**src/tlic_pkg.sv**
```systemverilog
// Purpose: shared constants and carrier types of the three-level
//          interrupt controller
// Assumes: 8-bit control registers, one per aligned 32-bit bus word
// Notes:   offsets are byte addresses on the register bus
package tlic_pkg;

	localparam int AXI_AW = 8;

	// register byte offsets
	localparam logic [7:0] OFF_IRQ_ENABLE = 8'h00;
	localparam logic [7:0] OFF_PRIO_SELECT = 8'h04;
	localparam logic [7:0] OFF_EXT_ENABLE = 8'h08;
	localparam logic [7:0] OFF_EXT_PRIO = 8'h0C;
	localparam logic [7:0] OFF_EXT_FLAG = 8'h10;
	localparam logic [7:0] OFF_TMR_CTL = 8'h14;
	localparam logic [7:0] OFF_EXT_IRQ_CTL = 8'h18;
	localparam logic [7:0] OFF_AUX_ENABLE = 8'h1C;
	localparam logic [7:0] OFF_BP_CTL = 8'h20;
	localparam logic [7:0] OFF_STATUS = 8'h24;

	// reset values
	localparam logic [7:0] RST_IRQ_ENABLE = 8'h00;
	localparam logic [6:0] RST_PRIO_SELECT = 7'h00;
	localparam logic [4:0] RST_EXT_ENABLE = 5'h00;
	localparam logic [4:0] RST_EXT_PRIO = 5'h00;
	localparam logic [7:0] RST_TMR_CTL = 8'h00;
	localparam logic [7:0] RST_AUX_ENABLE = 8'h00;
	// extended flag register: bit 3 always reads one
	localparam logic [7:0] EXT_FLAG_FIXED = 8'h08;

	// field positions
	localparam int GLOBAL_GATE_BIT = 7;
	localparam int EXT0_MODE_BIT = 0;
	localparam int EXT0_FLAG_BIT = 1;
	localparam int EXT1_MODE_BIT = 2;
	localparam int EXT1_FLAG_BIT = 3;
	localparam int TMR0_FLAG_BIT = 5;
	localparam int TMR1_FLAG_BIT = 7;
	localparam int EXT_FLAG_LSB = 4;
	localparam int WDT_FLAG_BIT = 3;
	localparam int AUX_FLAG_BIT = 4;
	localparam int AUX_GATE_BIT = 5;
	localparam int BP_ENABLE_BIT = 0;
	localparam int STATUS_REQ_BIT = 7;

	// vectors: standard sources in polling order, then the shared one
	localparam int NUM_STD = 12;
	localparam logic [NUM_STD-1:0][7:0] STD_VECTOR = {
		8'h63, 8'h5B, 8'h53, 8'h4B, 8'h43, 8'h3B,
		8'h2B, 8'h23, 8'h1B, 8'h13, 8'h0B, 8'h03};
	localparam logic [7:0] AUX_VECTOR = 8'h33;
	localparam logic [3:0] AUX_NUMBER = 4'h6;
	localparam logic [3:0] IDX_EXT0 = 4'h0;
	localparam logic [3:0] IDX_TMR0 = 4'h1;
	localparam logic [3:0] IDX_EXT1 = 4'h2;
	localparam logic [3:0] IDX_TMR1 = 4'h3;
	localparam logic [3:0] IDX_AUX = 4'hC;

	typedef enum logic [1:0] {
		LVL_LOW = 2'h0,
		LVL_HIGH = 2'h1,
		LVL_AUX = 2'h2
	} tlic_level_type;

	localparam logic [1:0] RESP_OKAY = 2'h0;
	localparam logic [1:0] RESP_SLVERR = 2'h2;

	typedef struct packed {
		logic [1:0] ext_lvl_pin;
		logic [3:0] ext_edge_pin;
		logic tmr0_ovf;
		logic tmr1_ovf;
		logic tmr2_flag;
		logic ser0_flag;
		logic ser1_flag;
		logic wdt_evt;
		logic [7:0] aux_evt;
		logic bp_evt;
	} tlic_src_type;

	typedef struct packed {
		logic req;
		tlic_level_type level;
		logic [7:0] vector;
	} tlic_core_type;

endpackage

```
**src/tlic_ctrl.sv**
```systemverilog
// Purpose: three-level interrupt arbiter with an AXI4-Lite register file
// Assumes: source inputs synchronous to aclk, active high
// Notes:   core pulses core_ack when it takes the vector, core_done on return
`timescale 1ns/1ns
`default_nettype none

// What this block does
// Pending requests are arbitrated over three levels: shared auxiliary on top, others high or low by their priority bit.
// Each standard source has its own flag, enable, vector and priority bit, external 2 to 5 using flag bits 4 to 7 and enable and priority bits 0 to 3.
// Nine auxiliary sources share one top-level request at vector 33h, number 6, with no priority control.
// Any enabled auxiliary source sets the shared flag at bit 4 of the extended control register, taken only when its gate at bit 5 is set.
// Auxiliary enables sit at bits 0 to 7 in the given source order, and the breakpoint is enabled by breakpoint control bit 0.
// The global gate at bit 7 of the enable register blocks all standard sources when clear.
// Standard vectors run 03h to 63h in polling order 1 to 12, watchdog last.
// Edge-mode flags of external 0 and 1 clear when their vector is taken; level-mode flags follow the pin.
// Timer 0 and timer 1 overflow flags clear when their vector is taken.
// The timer 1 overflow vector is 1Bh.
module tlic_ctrl (
	input wire logic aclk,
	input wire logic aresetn,
	input wire logic ce,
	input wire logic [tlic_pkg::AXI_AW-1:0] s_axi_awaddr,
	input wire logic s_axi_awvalid,
	output logic s_axi_awready,
	input wire logic [31:0] s_axi_wdata,
	input wire logic [3:0] s_axi_wstrb,
	input wire logic s_axi_wvalid,
	output logic s_axi_wready,
	output logic [1:0] s_axi_bresp,
	output logic s_axi_bvalid,
	input wire logic s_axi_bready,
	input wire logic [tlic_pkg::AXI_AW-1:0] s_axi_araddr,
	input wire logic s_axi_arvalid,
	output logic s_axi_arready,
	output logic [31:0] s_axi_rdata,
	output logic [1:0] s_axi_rresp,
	output logic s_axi_rvalid,
	input wire logic s_axi_rready,
	input wire tlic_pkg::tlic_src_type src,
	output tlic_pkg::tlic_core_type core,
	input wire logic core_ack,
	input wire logic core_done
);
	import tlic_pkg::*;

	typedef struct packed {
		logic [7:0] irq_en;
		logic [6:0] prio;
		logic [4:0] ext_en;
		logic [4:0] ext_prio;
		logic [3:0] ext_flag;
		logic [7:0] tmr_ctl;
		logic aux_gate;
		logic aux_flag;
		logic wdt_flag;
		logic [7:0] aux_en;
		logic bp_en;
		logic [5:0] pin_prev;
		logic [2:0] in_service;
		tlic_core_type core;
		logic [3:0] sel;
		logic awv;
		logic [AXI_AW-1:0] awaddr;
		logic wv;
		logic [7:0] wdata;
		logic wstb;
		logic bvalid;
		logic [1:0] bresp;
		logic rvalid;
		logic [7:0] rdata;
		logic [1:0] rresp;
	} tlic_state_type;

	tlic_state_type s_r;
	tlic_state_type s_nxt;

	logic [NUM_STD-1:0] flags;
	logic [NUM_STD-1:0] enables;
	logic [NUM_STD-1:0] prio_bits;
	logic [NUM_STD-1:0] pend;
	logic [5:0] pins;
	logic [5:0] rise;
	logic cand_v;
	logic [3:0] cand_idx;
	tlic_level_type cand_lvl;
	logic [2:0] above_mask;
	logic blocked;
	logic do_wr;
	logic rd_hit;
	logic [7:0] rd_val;
	logic wr_hit;
	logic ack_now;

	// handshakes stall with the clock enable so no transfer is lost
	assign s_axi_awready = ce & ~s_r.awv;
	assign s_axi_wready = ce & ~s_r.wv;
	assign s_axi_arready = ce & ~s_r.rvalid;
	assign s_axi_bvalid = s_r.bvalid;
	assign s_axi_bresp = s_r.bresp;
	assign s_axi_rvalid = s_r.rvalid;
	assign s_axi_rresp = s_r.rresp;
	assign s_axi_rdata = {24'h000000, s_r.rdata};
	assign core = s_r.core;

	assign pins = {src.ext_edge_pin, src.ext_lvl_pin};
	assign rise = pins & ~s_r.pin_prev;
	assign ack_now = core_ack & s_r.core.req;

	// per-source flag, enable, priority
	assign flags = {s_r.wdt_flag, s_r.ext_flag, src.ser1_flag,
		src.tmr2_flag, src.ser0_flag, s_r.tmr_ctl[TMR1_FLAG_BIT],
		s_r.tmr_ctl[EXT1_FLAG_BIT], s_r.tmr_ctl[TMR0_FLAG_BIT],
		s_r.tmr_ctl[EXT0_FLAG_BIT]};
	// global gate on standard sources
	assign enables = {s_r.ext_en, s_r.irq_en[6:0]} &
		{NUM_STD{s_r.irq_en[GLOBAL_GATE_BIT]}};
	assign prio_bits = {s_r.ext_prio, s_r.prio};
	assign pend = flags & enables;

	// three-level pick, polling order
	always_comb begin
		logic found_hi;
		logic found_lo;
		logic [3:0] hi_idx;
		logic [3:0] lo_idx;
		found_hi = 1'b0;
		found_lo = 1'b0;
		hi_idx = 4'h0;
		lo_idx = 4'h0;
		for (int i = 0; i < NUM_STD; i++) begin
			if (pend[i] && prio_bits[i] && !found_hi) begin
				found_hi = 1'b1;
				hi_idx = 4'(i);
			end
			if (pend[i] && !prio_bits[i] && !found_lo) begin
				found_lo = 1'b1;
				lo_idx = 4'(i);
			end
		end
		// shared request sits above all
		if (s_r.aux_flag && s_r.aux_gate) begin
			cand_v = 1'b1;
			cand_idx = IDX_AUX;
			cand_lvl = LVL_AUX;
		end else if (found_hi) begin
			cand_v = 1'b1;
			cand_idx = hi_idx;
			cand_lvl = LVL_HIGH;
		end else begin
			cand_v = found_lo;
			cand_idx = lo_idx;
			cand_lvl = LVL_LOW;
		end
	end

	// only a higher level preempts
	always_comb begin
		unique case (cand_lvl)
			LVL_LOW: above_mask = 3'h7;
			LVL_HIGH: above_mask = 3'h6;
			LVL_AUX: above_mask = 3'h4;
			default: above_mask = 3'h7;
		endcase
	end
	assign blocked = |(s_r.in_service & above_mask);

	always_comb begin
		rd_hit = 1'b1;
		unique case (s_r.awaddr)
			OFF_IRQ_ENABLE, OFF_PRIO_SELECT, OFF_EXT_ENABLE, OFF_EXT_PRIO,
			OFF_EXT_FLAG, OFF_TMR_CTL, OFF_EXT_IRQ_CTL, OFF_AUX_ENABLE,
			OFF_BP_CTL: wr_hit = 1'b1;
			default: wr_hit = 1'b0;
		endcase
		rd_val = 8'h00;
		unique case (s_axi_araddr)
			OFF_IRQ_ENABLE: rd_val = s_r.irq_en;
			OFF_PRIO_SELECT: rd_val = {1'b0, s_r.prio};
			OFF_EXT_ENABLE: rd_val = {3'h0, s_r.ext_en};
			OFF_EXT_PRIO: rd_val = {3'h0, s_r.ext_prio};
			OFF_EXT_FLAG: rd_val = {s_r.ext_flag, 4'h0} | EXT_FLAG_FIXED;
			OFF_TMR_CTL: rd_val = s_r.tmr_ctl;
			OFF_EXT_IRQ_CTL: rd_val = {2'h0, s_r.aux_gate, s_r.aux_flag,
				s_r.wdt_flag, 3'h0};
			OFF_AUX_ENABLE: rd_val = s_r.aux_en;
			OFF_BP_CTL: rd_val = {7'h00, s_r.bp_en};
			OFF_STATUS: rd_val = {s_r.core.req, 4'h0, s_r.in_service};
			default: rd_hit = 1'b0;
		endcase
	end

	assign do_wr = s_r.awv & s_r.wv & ~s_r.bvalid;

	always_comb begin
		s_nxt = s_r;
		// bus capture: address and data may come in either order
		if (s_axi_awvalid && !s_r.awv) begin
			s_nxt.awv = 1'b1;
			s_nxt.awaddr = s_axi_awaddr;
		end
		if (s_axi_wvalid && !s_r.wv) begin
			s_nxt.wv = 1'b1;
			s_nxt.wdata = s_axi_wdata[7:0];
			s_nxt.wstb = s_axi_wstrb[0];
		end
		if (s_r.bvalid && s_axi_bready) begin
			s_nxt.bvalid = 1'b0;
		end
		if (do_wr) begin
			s_nxt.awv = 1'b0;
			s_nxt.wv = 1'b0;
			s_nxt.bvalid = 1'b1;
			s_nxt.bresp = wr_hit ? RESP_OKAY : RESP_SLVERR;
			if (s_r.wstb && wr_hit) begin
				unique case (s_r.awaddr)
					OFF_IRQ_ENABLE: s_nxt.irq_en = s_r.wdata;
					OFF_PRIO_SELECT: s_nxt.prio = s_r.wdata[6:0];
					OFF_EXT_ENABLE: s_nxt.ext_en = s_r.wdata[4:0];
					OFF_EXT_PRIO: s_nxt.ext_prio = s_r.wdata[4:0];
					OFF_EXT_FLAG: s_nxt.ext_flag = s_r.wdata[7:4];
					OFF_TMR_CTL: s_nxt.tmr_ctl = s_r.wdata;
					OFF_EXT_IRQ_CTL: begin
						s_nxt.aux_gate = s_r.wdata[AUX_GATE_BIT];
						s_nxt.aux_flag = s_r.wdata[AUX_FLAG_BIT];
						s_nxt.wdt_flag = s_r.wdata[WDT_FLAG_BIT];
					end
					OFF_AUX_ENABLE: s_nxt.aux_en = s_r.wdata;
					default: s_nxt.bp_en = s_r.wdata[BP_ENABLE_BIT];
				endcase
			end
		end
		if (s_r.rvalid && s_axi_rready) begin
			s_nxt.rvalid = 1'b0;
		end
		if (s_axi_arvalid && !s_r.rvalid) begin
			s_nxt.rvalid = 1'b1;
			s_nxt.rdata = rd_val;
			s_nxt.rresp = rd_hit ? RESP_OKAY : RESP_SLVERR;
		end

		// return from service drops the highest active level first
		if (core_done) begin
			if (s_r.in_service[2]) begin
				s_nxt.in_service[2] = 1'b0;
			end else if (s_r.in_service[1]) begin
				s_nxt.in_service[1] = 1'b0;
			end else begin
				s_nxt.in_service[0] = 1'b0;
			end
		end
		if (ack_now) begin
			s_nxt.in_service[s_r.core.level] = 1'b1;
			unique case (s_r.sel)
				// edge-mode flag cleared on vector
				IDX_EXT0: begin
					if (s_r.tmr_ctl[EXT0_MODE_BIT]) begin
						s_nxt.tmr_ctl[EXT0_FLAG_BIT] = 1'b0;
					end
				end
				IDX_EXT1: begin
					if (s_r.tmr_ctl[EXT1_MODE_BIT]) begin
						s_nxt.tmr_ctl[EXT1_FLAG_BIT] = 1'b0;
					end
				end
				// timer flags cleared on vector
				IDX_TMR0: s_nxt.tmr_ctl[TMR0_FLAG_BIT] = 1'b0;
				IDX_TMR1: s_nxt.tmr_ctl[TMR1_FLAG_BIT] = 1'b0;
				default: ;
			endcase
		end

		// hardware sets come last so an event beats a same-cycle clear
		s_nxt.pin_prev = pins;
		// edge sets, level tracks pin
		if (s_r.tmr_ctl[EXT0_MODE_BIT]) begin
			s_nxt.tmr_ctl[EXT0_FLAG_BIT] = s_nxt.tmr_ctl[EXT0_FLAG_BIT] | rise[0];
		end else begin
			s_nxt.tmr_ctl[EXT0_FLAG_BIT] = src.ext_lvl_pin[0];
		end
		if (s_r.tmr_ctl[EXT1_MODE_BIT]) begin
			s_nxt.tmr_ctl[EXT1_FLAG_BIT] = s_nxt.tmr_ctl[EXT1_FLAG_BIT] | rise[1];
		end else begin
			s_nxt.tmr_ctl[EXT1_FLAG_BIT] = src.ext_lvl_pin[1];
		end
		s_nxt.tmr_ctl[TMR0_FLAG_BIT] = s_nxt.tmr_ctl[TMR0_FLAG_BIT] | src.tmr0_ovf;
		s_nxt.tmr_ctl[TMR1_FLAG_BIT] = s_nxt.tmr_ctl[TMR1_FLAG_BIT] | src.tmr1_ovf;
		// external 2 to 5 flags
		s_nxt.ext_flag = s_nxt.ext_flag | rise[5:2];
		s_nxt.wdt_flag = s_nxt.wdt_flag | src.wdt_evt;
		// enabled auxiliary events
		s_nxt.aux_flag = s_nxt.aux_flag | (|(src.aux_evt & s_r.aux_en)) |
			(src.bp_evt & s_r.bp_en);

		// presented vector; one idle cycle after a take lets flags settle
		s_nxt.core.req = cand_v & ~blocked & ~ack_now;
		s_nxt.core.level = cand_lvl;
		s_nxt.sel = cand_idx;
		if (cand_idx == IDX_AUX) begin
			// shared vector
			s_nxt.core.vector = AUX_VECTOR;
		end else begin
			// standard vector table
			s_nxt.core.vector = STD_VECTOR[cand_idx];
		end
	end

	always_ff @(posedge aclk) begin
		if (!aresetn) begin
			s_r <= '0;
			s_r.irq_en <= RST_IRQ_ENABLE;
			s_r.prio <= RST_PRIO_SELECT;
			s_r.ext_en <= RST_EXT_ENABLE;
			s_r.ext_prio <= RST_EXT_PRIO;
			s_r.tmr_ctl <= RST_TMR_CTL;
			s_r.aux_en <= RST_AUX_ENABLE;
			s_r.core.level <= LVL_LOW;
			s_r.bresp <= RESP_OKAY;
			s_r.rresp <= RESP_OKAY;
		end else if (ce) begin
			s_r <= s_nxt;
		end
	end

endmodule
`default_nettype wire

```
**config.mk**
```make
export PLATFORM = sky130hd
export DESIGN_NAME = tlic_ctrl
export DESIGN_NICKNAME = d
export VERILOG_FILES = /design/src/tlic_pkg.sv /design/src/tlic_ctrl.sv
export SDC_FILE = /design/constraint.sdc
export NUM_CORES = 1
export LEC_CHECK = 0
export BUFFER_PORTS_ARGS = -buffer_cell sky130_fd_sc_hd__buf_2
export CAP_MARGIN = 10
export CELL_PAD_IN_SITES_DETAIL_PLACEMENT = 1
export CELL_PAD_IN_SITES_GLOBAL_PLACEMENT = 1
export CORE_ASPECT_RATIO = 0.8
export CORE_MARGIN = 4
export CORE_UTILIZATION = 25
export CTS_CLUSTER_SIZE = 20
export DETAILED_ROUTE_END_ITERATION = 16
export PLACE_DENSITY = 0.59
export SKIP_LAST_GASP = 1
export SLEW_MARGIN = 20
export SYNTH_ARGS = -nofsm -noshare
export SYNTH_HDL_FRONTEND = slang
export SYNTH_SLANG_ARGS = --single-unit
```
**constraint.sdc**
```tcl
create_clock -name aclk -period 3.5 [get_ports aclk]
set_input_delay 0.7 -clock aclk [delete_from_list [all_inputs] [get_ports aclk]]
set_output_delay 0.7 -clock aclk [all_outputs]
set_load 0.02 [all_outputs]
```
==> metrics.cfg, run 1 <==
[timing]
rsz0062_at_grt = no
setup_viol = 0
fin_crit_ns = 3.02
report.final.slew_viol_count = 0
min_period_over_period_pct = 86.3
fin_tns_setup_ns = 0
max_slew_margin_pct = 51.9
tightest_slew_ns = 0.719
hold_viol = 0
fin_skew_ns = 0.0138
max_clock_freq_mhz = 331

[logic_synthesis]
synth_edf_count = 0
yosys.area.top_type = dfxtp_1
ys.flop_type = dfxtp_1
yosysWarnings = 0
yosys.area.top_type_share_pct = 37.1
synthDistinctLibCells = 68
syn_avg_cell_area_um2 = 8.23
syn_inst = 662
seq_area_frac_synth_pct = 37.1
synth_seq_cells = 101
synthTopCellsByArea = dfxtp_1 37%, mux2i_1 9.6%, buf_4 6.5%
netlist_area_um2 = 5450
async_flop_share_pct = 0

[detailed_routing]
detail-route-antenna-nets = 0
wl_per_cell_um = 18.5
wl_mm = 18.3
via_per_inst = 5.01
dr.pass1.iters = 4
drc_errors = 0
num_vias = 4977
drt_iter0_markers = 334

[final_layout]
final_net_count = 800
layout_common_cells = 100 x dfxtp_1, 79 x buf_2, 76 x nand2_1
final_common_cell = dfxtp_1
drive_gt1_share_pct = 17.0
fillCellCount = 2589
fin_cells = 993
synthToLayoutAreaGrowth_pct = 13.6
n_antenna_cell = 0

[worst_hold_path]
holdPathStages = 2
worstHoldEndpoint = s_r[30]$_SDFFE_PN0P_
worstHoldStart = s_r[30]$_SDFFE_PN0P_
hp-class = reg2reg

[worst_setup_path]
crit_type = reg2reg
r2r_start = s_r[105]$_SDFFE_PN0P_
crit_start = s_r[105]$_SDFFE_PN0P_
startpoint_type = flop
cp_max_fo = 27
cp.arrival_ns = 3.30
cp.required_ns = 3.78
r2r_setup_slack_ns = 0.48
reg2regPathDepth = 10
critPathCaptureType = flop
rr_endpoint = core[3]$_SDFFE_PN0P_

[floorplan]
die_y_um = 140
die_area_um2 = 24200
boundaryPins = 135
core_area_um2 = 21500
rows = 48
start_util_pct = 25.3
fp.dieW_um = 173

[grt]
grt_pass1_wl_mm = 29.1
grt_max_degree = 44
grt_usage_pct = 15.2
grt_pass1_vias = 4943
antenna_found_initial = 0
grt_overflow_total = 0

[clock_network]
cts.sinks = 101
cts_tree = built
cts_made_buffers = 9
cts_resized = 0
cts_buffer_depth = 2
clk_pin_slew_ns = 0.07
cts_hold_buf = 0
h-tree-depth = 3
root_buffer = clkbuf_16
clock_latency_ns = 0.36
postCtsSetupRepairBufs = 0

[power_and_ir_drop]
leakagePower_nw = 2.69
powerDensity_nw_per_um2 = 393
ir_worst_vdd_v = 0.000200

[run]
max_cap_violations = 0

[placed_design]
place_inst = 977
portBuffers = 79
routabilityCongestion = 0.862
hpwlAfterDp_mm = 14.0

[run_status]
outcome = completed

-- metrics by stage --
stage / hold slack, ns / utilization, % / power [W] / cell area, um^2 / setup WS (ns)
detailed placement: 0.477 / 27.5 / 0.00146 / 5900 / 0.182
floorplan: 0.437 / - / 0.00139 / 5550 / 0.830
global route: 0.505 / 28.8 / 0.00255 / 6190 / 0.250
global placement: 0.462 / 27.5 / 0.00146 / 5900 / 0.218
CTS: 0.487 / 28.8 / 0.00247 / 6190 / 0.163
finish: 0.483 / 28.8 / 0.00243 / 6190 / 0.480
-- state kept, by name, summed over array words and instances, names as in the netlist --
register      count
s_axi_rvalid      1
flags             9
s_axi_rdata       8
s_axi_bresp       1
s_r              60
prio_bits        12
s_axi_bvalid      1
core              8
s_axi_rresp       1
-- critical path: stages, from the launching register on --
cell and delay [ns]:
dfxtp_2 0.65, nand4_1 0.31, nand4_1 0.30, or3_4 0.22
a221oi_4 0.04, nor3_2 0.37, inv_1 0.13, ha_1 0.21
and2_1 0.15, or4_1 0.41, a31oi_1 0.15
-- synthesized netlist by cell type, types with 14 or more instances --
| cell | count |
|---|---|
| nand3_1 | 35 |
| clkbuf_1 | 22 |
| dfxtp_1 | 101 |
| o21ai_0 | 16 |
| nor3_1 | 16 |
| mux2i_1 | 52 |
| a22oi_1 | 14 |
| buf_4 | 47 |
| a21oi_1 | 58 |
| nor2_1 | 75 |
| nand2_1 | 76 |
-- cell type report --
type,count,area [um^2],area share (%)
Inverter,8,30.0,0.485
Tap cell,275,344,5.56
Timing Repair Buffer,92,505,8.17
Clock buffer,10,239,3.86
Multi-Input combinational cell,501,3000,48.5
Clock inverter,6,46.3,0.748
Sequential cell,101,2020,32.7
-- power breakdown --
group	internal (W)	leakage (nW)	total (W)	switching, W
sequential	0.00118	0.821	0.00122	0.0000425
combinational	0.0000752	1.73	0.000220	0.000144
clock	0.000509	0.141	0.000995	0.000486
-- layer usage --
layer / up-vias / wire length [um] / global-route usage (%) / part of all wire (%)
met4: 0 / 186 / 3.23 / 1.0
met2: 123 / 7400 / 21.4 / 40
met3: 12 / 960 / 3.48 / 5.2
met5: - / 0 / 0 / 0
li1: 2419 / - / - / -
met1: 2423 / 9780 / 23.5 / 53
-- cell families after synthesis --
group                    Yosys count  share of synthesized area [%]
AND/OR/NAND/NOR                  277                           25.9
AO/OA/AOI/OAI                    138                           16.4
flip-flops                       101                           37.1
buffers and inverters             87                           9.63
multiplexers                      54                           9.97
adder cells (fa/ha/maj)            4                          0.919
other                              1                         0.0689
-- worst max path at each step --
stage / endpoint / slack (ns) / cells past startpoint
6_report: core[3]$_SDFFE_PN0P_ / 0.48 / 10
5_1_grt: core[3]$_SDFFE_PN0P_ / 0.25 / 10
4_1_cts: core[3]$_SDFFE_PN0P_ / 0.16 / 10
3_5_place_dp: core[3]$_SDFFE_PN0P_ / 0.18 / 10
3_3_place_gp: core[3]$_SDFFE_PN0P_ / 0.22 / 10
2_1_floorplan: core[3]$_SDFFE_PN0P_ / 0.83 / 10
No activity file was read; power rests on OpenSTA's default activity.
==> inputs of run 2 (changes only) <==
CELL_PAD_IN_SITES_GLOBAL_PLACEMENT = 2   (was 1)
PLACE_DENSITY = 0.71   (was 0.59)
==> run 2 against run 1 <==
  * Die area stayed put
  * Hold slack got worse by 0.014 ns
  * Clock power is 8% higher
  * Final area grew 0.55%
  * Combinational power about the same
  * Highest routed layer unchanged
==> metrics.cfg, run 2 (synthesized netlist as in run 1, its figures left out) <==
[worst_setup_path]
r2r_setup_slack_ns = 0.44  ; -0.04 ns
cp_max_fo = 22  ; -19%
cp.arrival_ns = 3.32  ; +0.02 ns
critPathCapture = core[6]$_SDFFE_PN0P_
crit_type = reg2reg
startpoint_type = flop
r2r_start = s_r[105]$_SDFFE_PN0P_
crit_start = s_r[105]$_SDFFE_PN0P_
cp.required_ns = 3.76  ; -0.02 ns
reg2regPathDepth = 11  ; +1
critPathCaptureType = flop
rr_endpoint = core[6]$_SDFFE_PN0P_

[timing]
max_slew_margin_pct = 58.7  ; +6.9 points
fin_skew_ns = 0.0105  ; -0.00332 ns
fin_tns_setup_ns = 0  ; unchanged
setup_viol = 0  ; unchanged
rsz0062_at_grt = no
max_clock_freq_mhz = 327  ; -1.3%
min_period_over_period_pct = 87.4  ; +1.1 points
fin_crit_ns = 3.06  ; +0.0398 ns
tightest_slew_ns = 0.617  ; -0.102 ns
hold_viol = 0  ; unchanged
report.final.slew_viol_count = 0  ; unchanged

[grt]
use_met3_pct = 3.37  ; -0.11 points
grt_pass1_wl_mm = 29.1  ; about the same
grt_use_met1_pct = 23.3  ; -0.23 points
grt_util_met2_pct = 21.8  ; +0.39 points
grt_overflow_total = 0  ; unchanged
grt_usage_pct = 15.2  ; about the same
antenna_found_initial = 0  ; unchanged
grt_max_degree = 77  ; +75%
grt_pass1_vias = 4945  ; +0.040%
grt_most_used_layer = met1

[clock_network]
clk_pin_slew_ns = 0.08  ; about the same
h-tree-depth = 3  ; unchanged
postCtsSetupRepairBufs = 0  ; unchanged
root_buffer = clkbuf_16
cts_made_buffers = 9  ; unchanged
cts_hold_buf = 0  ; unchanged
cts.sinks = 101  ; unchanged
cts_resized = 0  ; unchanged
clock_latency_ns = 0.36  ; about the same
cts_buffer_depth = 2  ; unchanged
cts_tree = built

[floorplan]
start_util_pct = 25.3  ; unchanged
die_area_um2 = 24200  ; unchanged
rows = 48  ; unchanged
boundaryPins = 135  ; unchanged
core_area_um2 = 21500  ; unchanged
fp.dieW_um = 173  ; unchanged
die_y_um = 140  ; unchanged

[final_layout]
fillCellCount = 2614  ; +0.97%
final_common_cell = dfxtp_1
synthToLayoutAreaGrowth_pct = 14.3
fin_util_pct = 28.9  ; +0.16 points
seq_area_um2 = 2020  ; about the same
finish.instance_area_um2 = 6220  ; +0.55%
top_register = s_r
final_net_count = 800  ; unchanged
largest_reg_flops = 60  ; unchanged
layout_common_cells = 101 x dfxtp_1, 79 x buf_2, 76 x nand2_1
drive_gt1_share_pct = 16.7  ; -0.28 points
n_antenna_cell = 0  ; unchanged
multiInputGateArea_um2 = 3000  ; unchanged

[detailed_routing]
wl_per_cell_um = 18.6  ; +0.56%
wl_mm = 18.4  ; +0.56%
detail-route-antenna-nets = 0  ; unchanged
drc_errors = 0  ; unchanged
drt_iter0_markers = 399  ; +19%
num_vias = 4963  ; -0.28%
via_per_inst = 5.00  ; -0.28%
dr.pass1.iters = 5  ; +1

[run_status]
outcome = completed

[power_and_ir_drop]
power.internal_w = 0.00182  ; +3.3%
powerDensity_nw_per_um2 = 402  ; +2.3%
ir_worst_vdd_v = 0.000189  ; -5.9%
total_power_w = 0.00250  ; +2.8%
leakagePower_nw = 2.70  ; +0.51%
power_switching_w = 0.000683  ; +1.6%
power_frac_comb_pct = 8.7  ; -0.3 points
seq_power_share_pct = 48.7  ; -1.4 points
swShare_pct = 27.3  ; -0.34 points
p_clk_share_pct = 42.6  ; +1.7 points

[placed_design]
routabilityCongestion = 0.895  ; +3.8%
portBuffers = 79  ; unchanged
hpwlAfterDp_mm = 14.1  ; +0.93%
placed_area_um2 = 5920  ; +0.21%

[worst_hold_path]
hp-class = reg2reg

[run]
max_cap_violations = 0  ; unchanged

run 2: changes by cell type in the layout (fill, tap and decap cells not counted):
cell and delta:
clkinv_4 +2, clkinvlp_4 -1, clkbuf_8 -1, clkbuf_1 +1, dfxtp_2 -1, bufinv_16 +1, buf_12 +1, clkinv_2 -2
buf_4 -1, inv_6 -1, inv_8 +1, dfxtp_1 +1
run 2: routing by layer:
metal / vias to the layer above / part of all wire [%]
li1: 2424 / -
met5: - / 0
met4: 0 / 0.97
met1: 2408 / 52
met2: 119 / 42
met3: 12 / 5.2
run 2: cell type report:
type / count / share of cell area [%]
clock buffer: 10 / 3.68
tap: 275 / 5.53
multi-input combinational: 501 / 48.2
sequential: 101 / 32.5
inverter: 8 / 0.483
timing repair buffer: 92 / 8.32
clock inverter: 6 / 1.27
run 2: stage by stage:
step	hold WS (ns)	cells	worst slack, ns
final	0.469	993	0.440
after global placement	0.463	977	0.344
after detailed placement	0.461	977	0.280
after CTS	0.472	993	0.422
after floorplan	0.437	689	0.830
after global routing	0.488	993	0.213
run 2: how the worst min path moves through the flow:
stage,startpoint,endpoint,slack [ns],cells after the start
floorplan,flags[11]$_SDFFE_PN0P_,flags[11]$_SDFFE_PN0P_,0.44,2
detailed placement,s_axi_rvalid$_SDFFE_PN0P_,s_axi_rvalid$_SDFFE_PN0P_,0.46,2
global placement,s_axi_rvalid$_SDFFE_PN0P_,s_axi_rvalid$_SDFFE_PN0P_,0.46,2
global route,s_axi_rvalid$_SDFFE_PN0P_,s_axi_rvalid$_SDFFE_PN0P_,0.49,2
CTS,s_axi_rvalid$_SDFFE_PN0P_,s_axi_rvalid$_SDFFE_PN0P_,0.47,2
finish,s_axi_rvalid$_SDFFE_PN0P_,s_axi_rvalid$_SDFFE_PN0P_,0.47,2
run 2: critical path, cell delays in order (launching register included):
cell	delay (ns)
dfxtp_1	0.53
buf_12	0.21
and4b_1	0.25
o21ba_2	0.18
nor4_1	0.31
o32a_1	0.26
and2_1	0.27
inv_1	0.07
ha_1	0.18
and2_1	0.16
or2_1	0.24
a311oi_1	0.28
run 2: power by group through the flow:
stage / clock network (W) / registers (W) / logic (W)
floorplan: 0 / 0.00122 / 0.000170
global placement: 0 / 0.00124 / 0.000217
detailed placement: 0 / 0.00125 / 0.000218
CTS: 0.00110 / 0.00122 / 0.000219
global route: 0.00115 / 0.00122 / 0.000242
finish: 0.00107 / 0.00122 / 0.000217
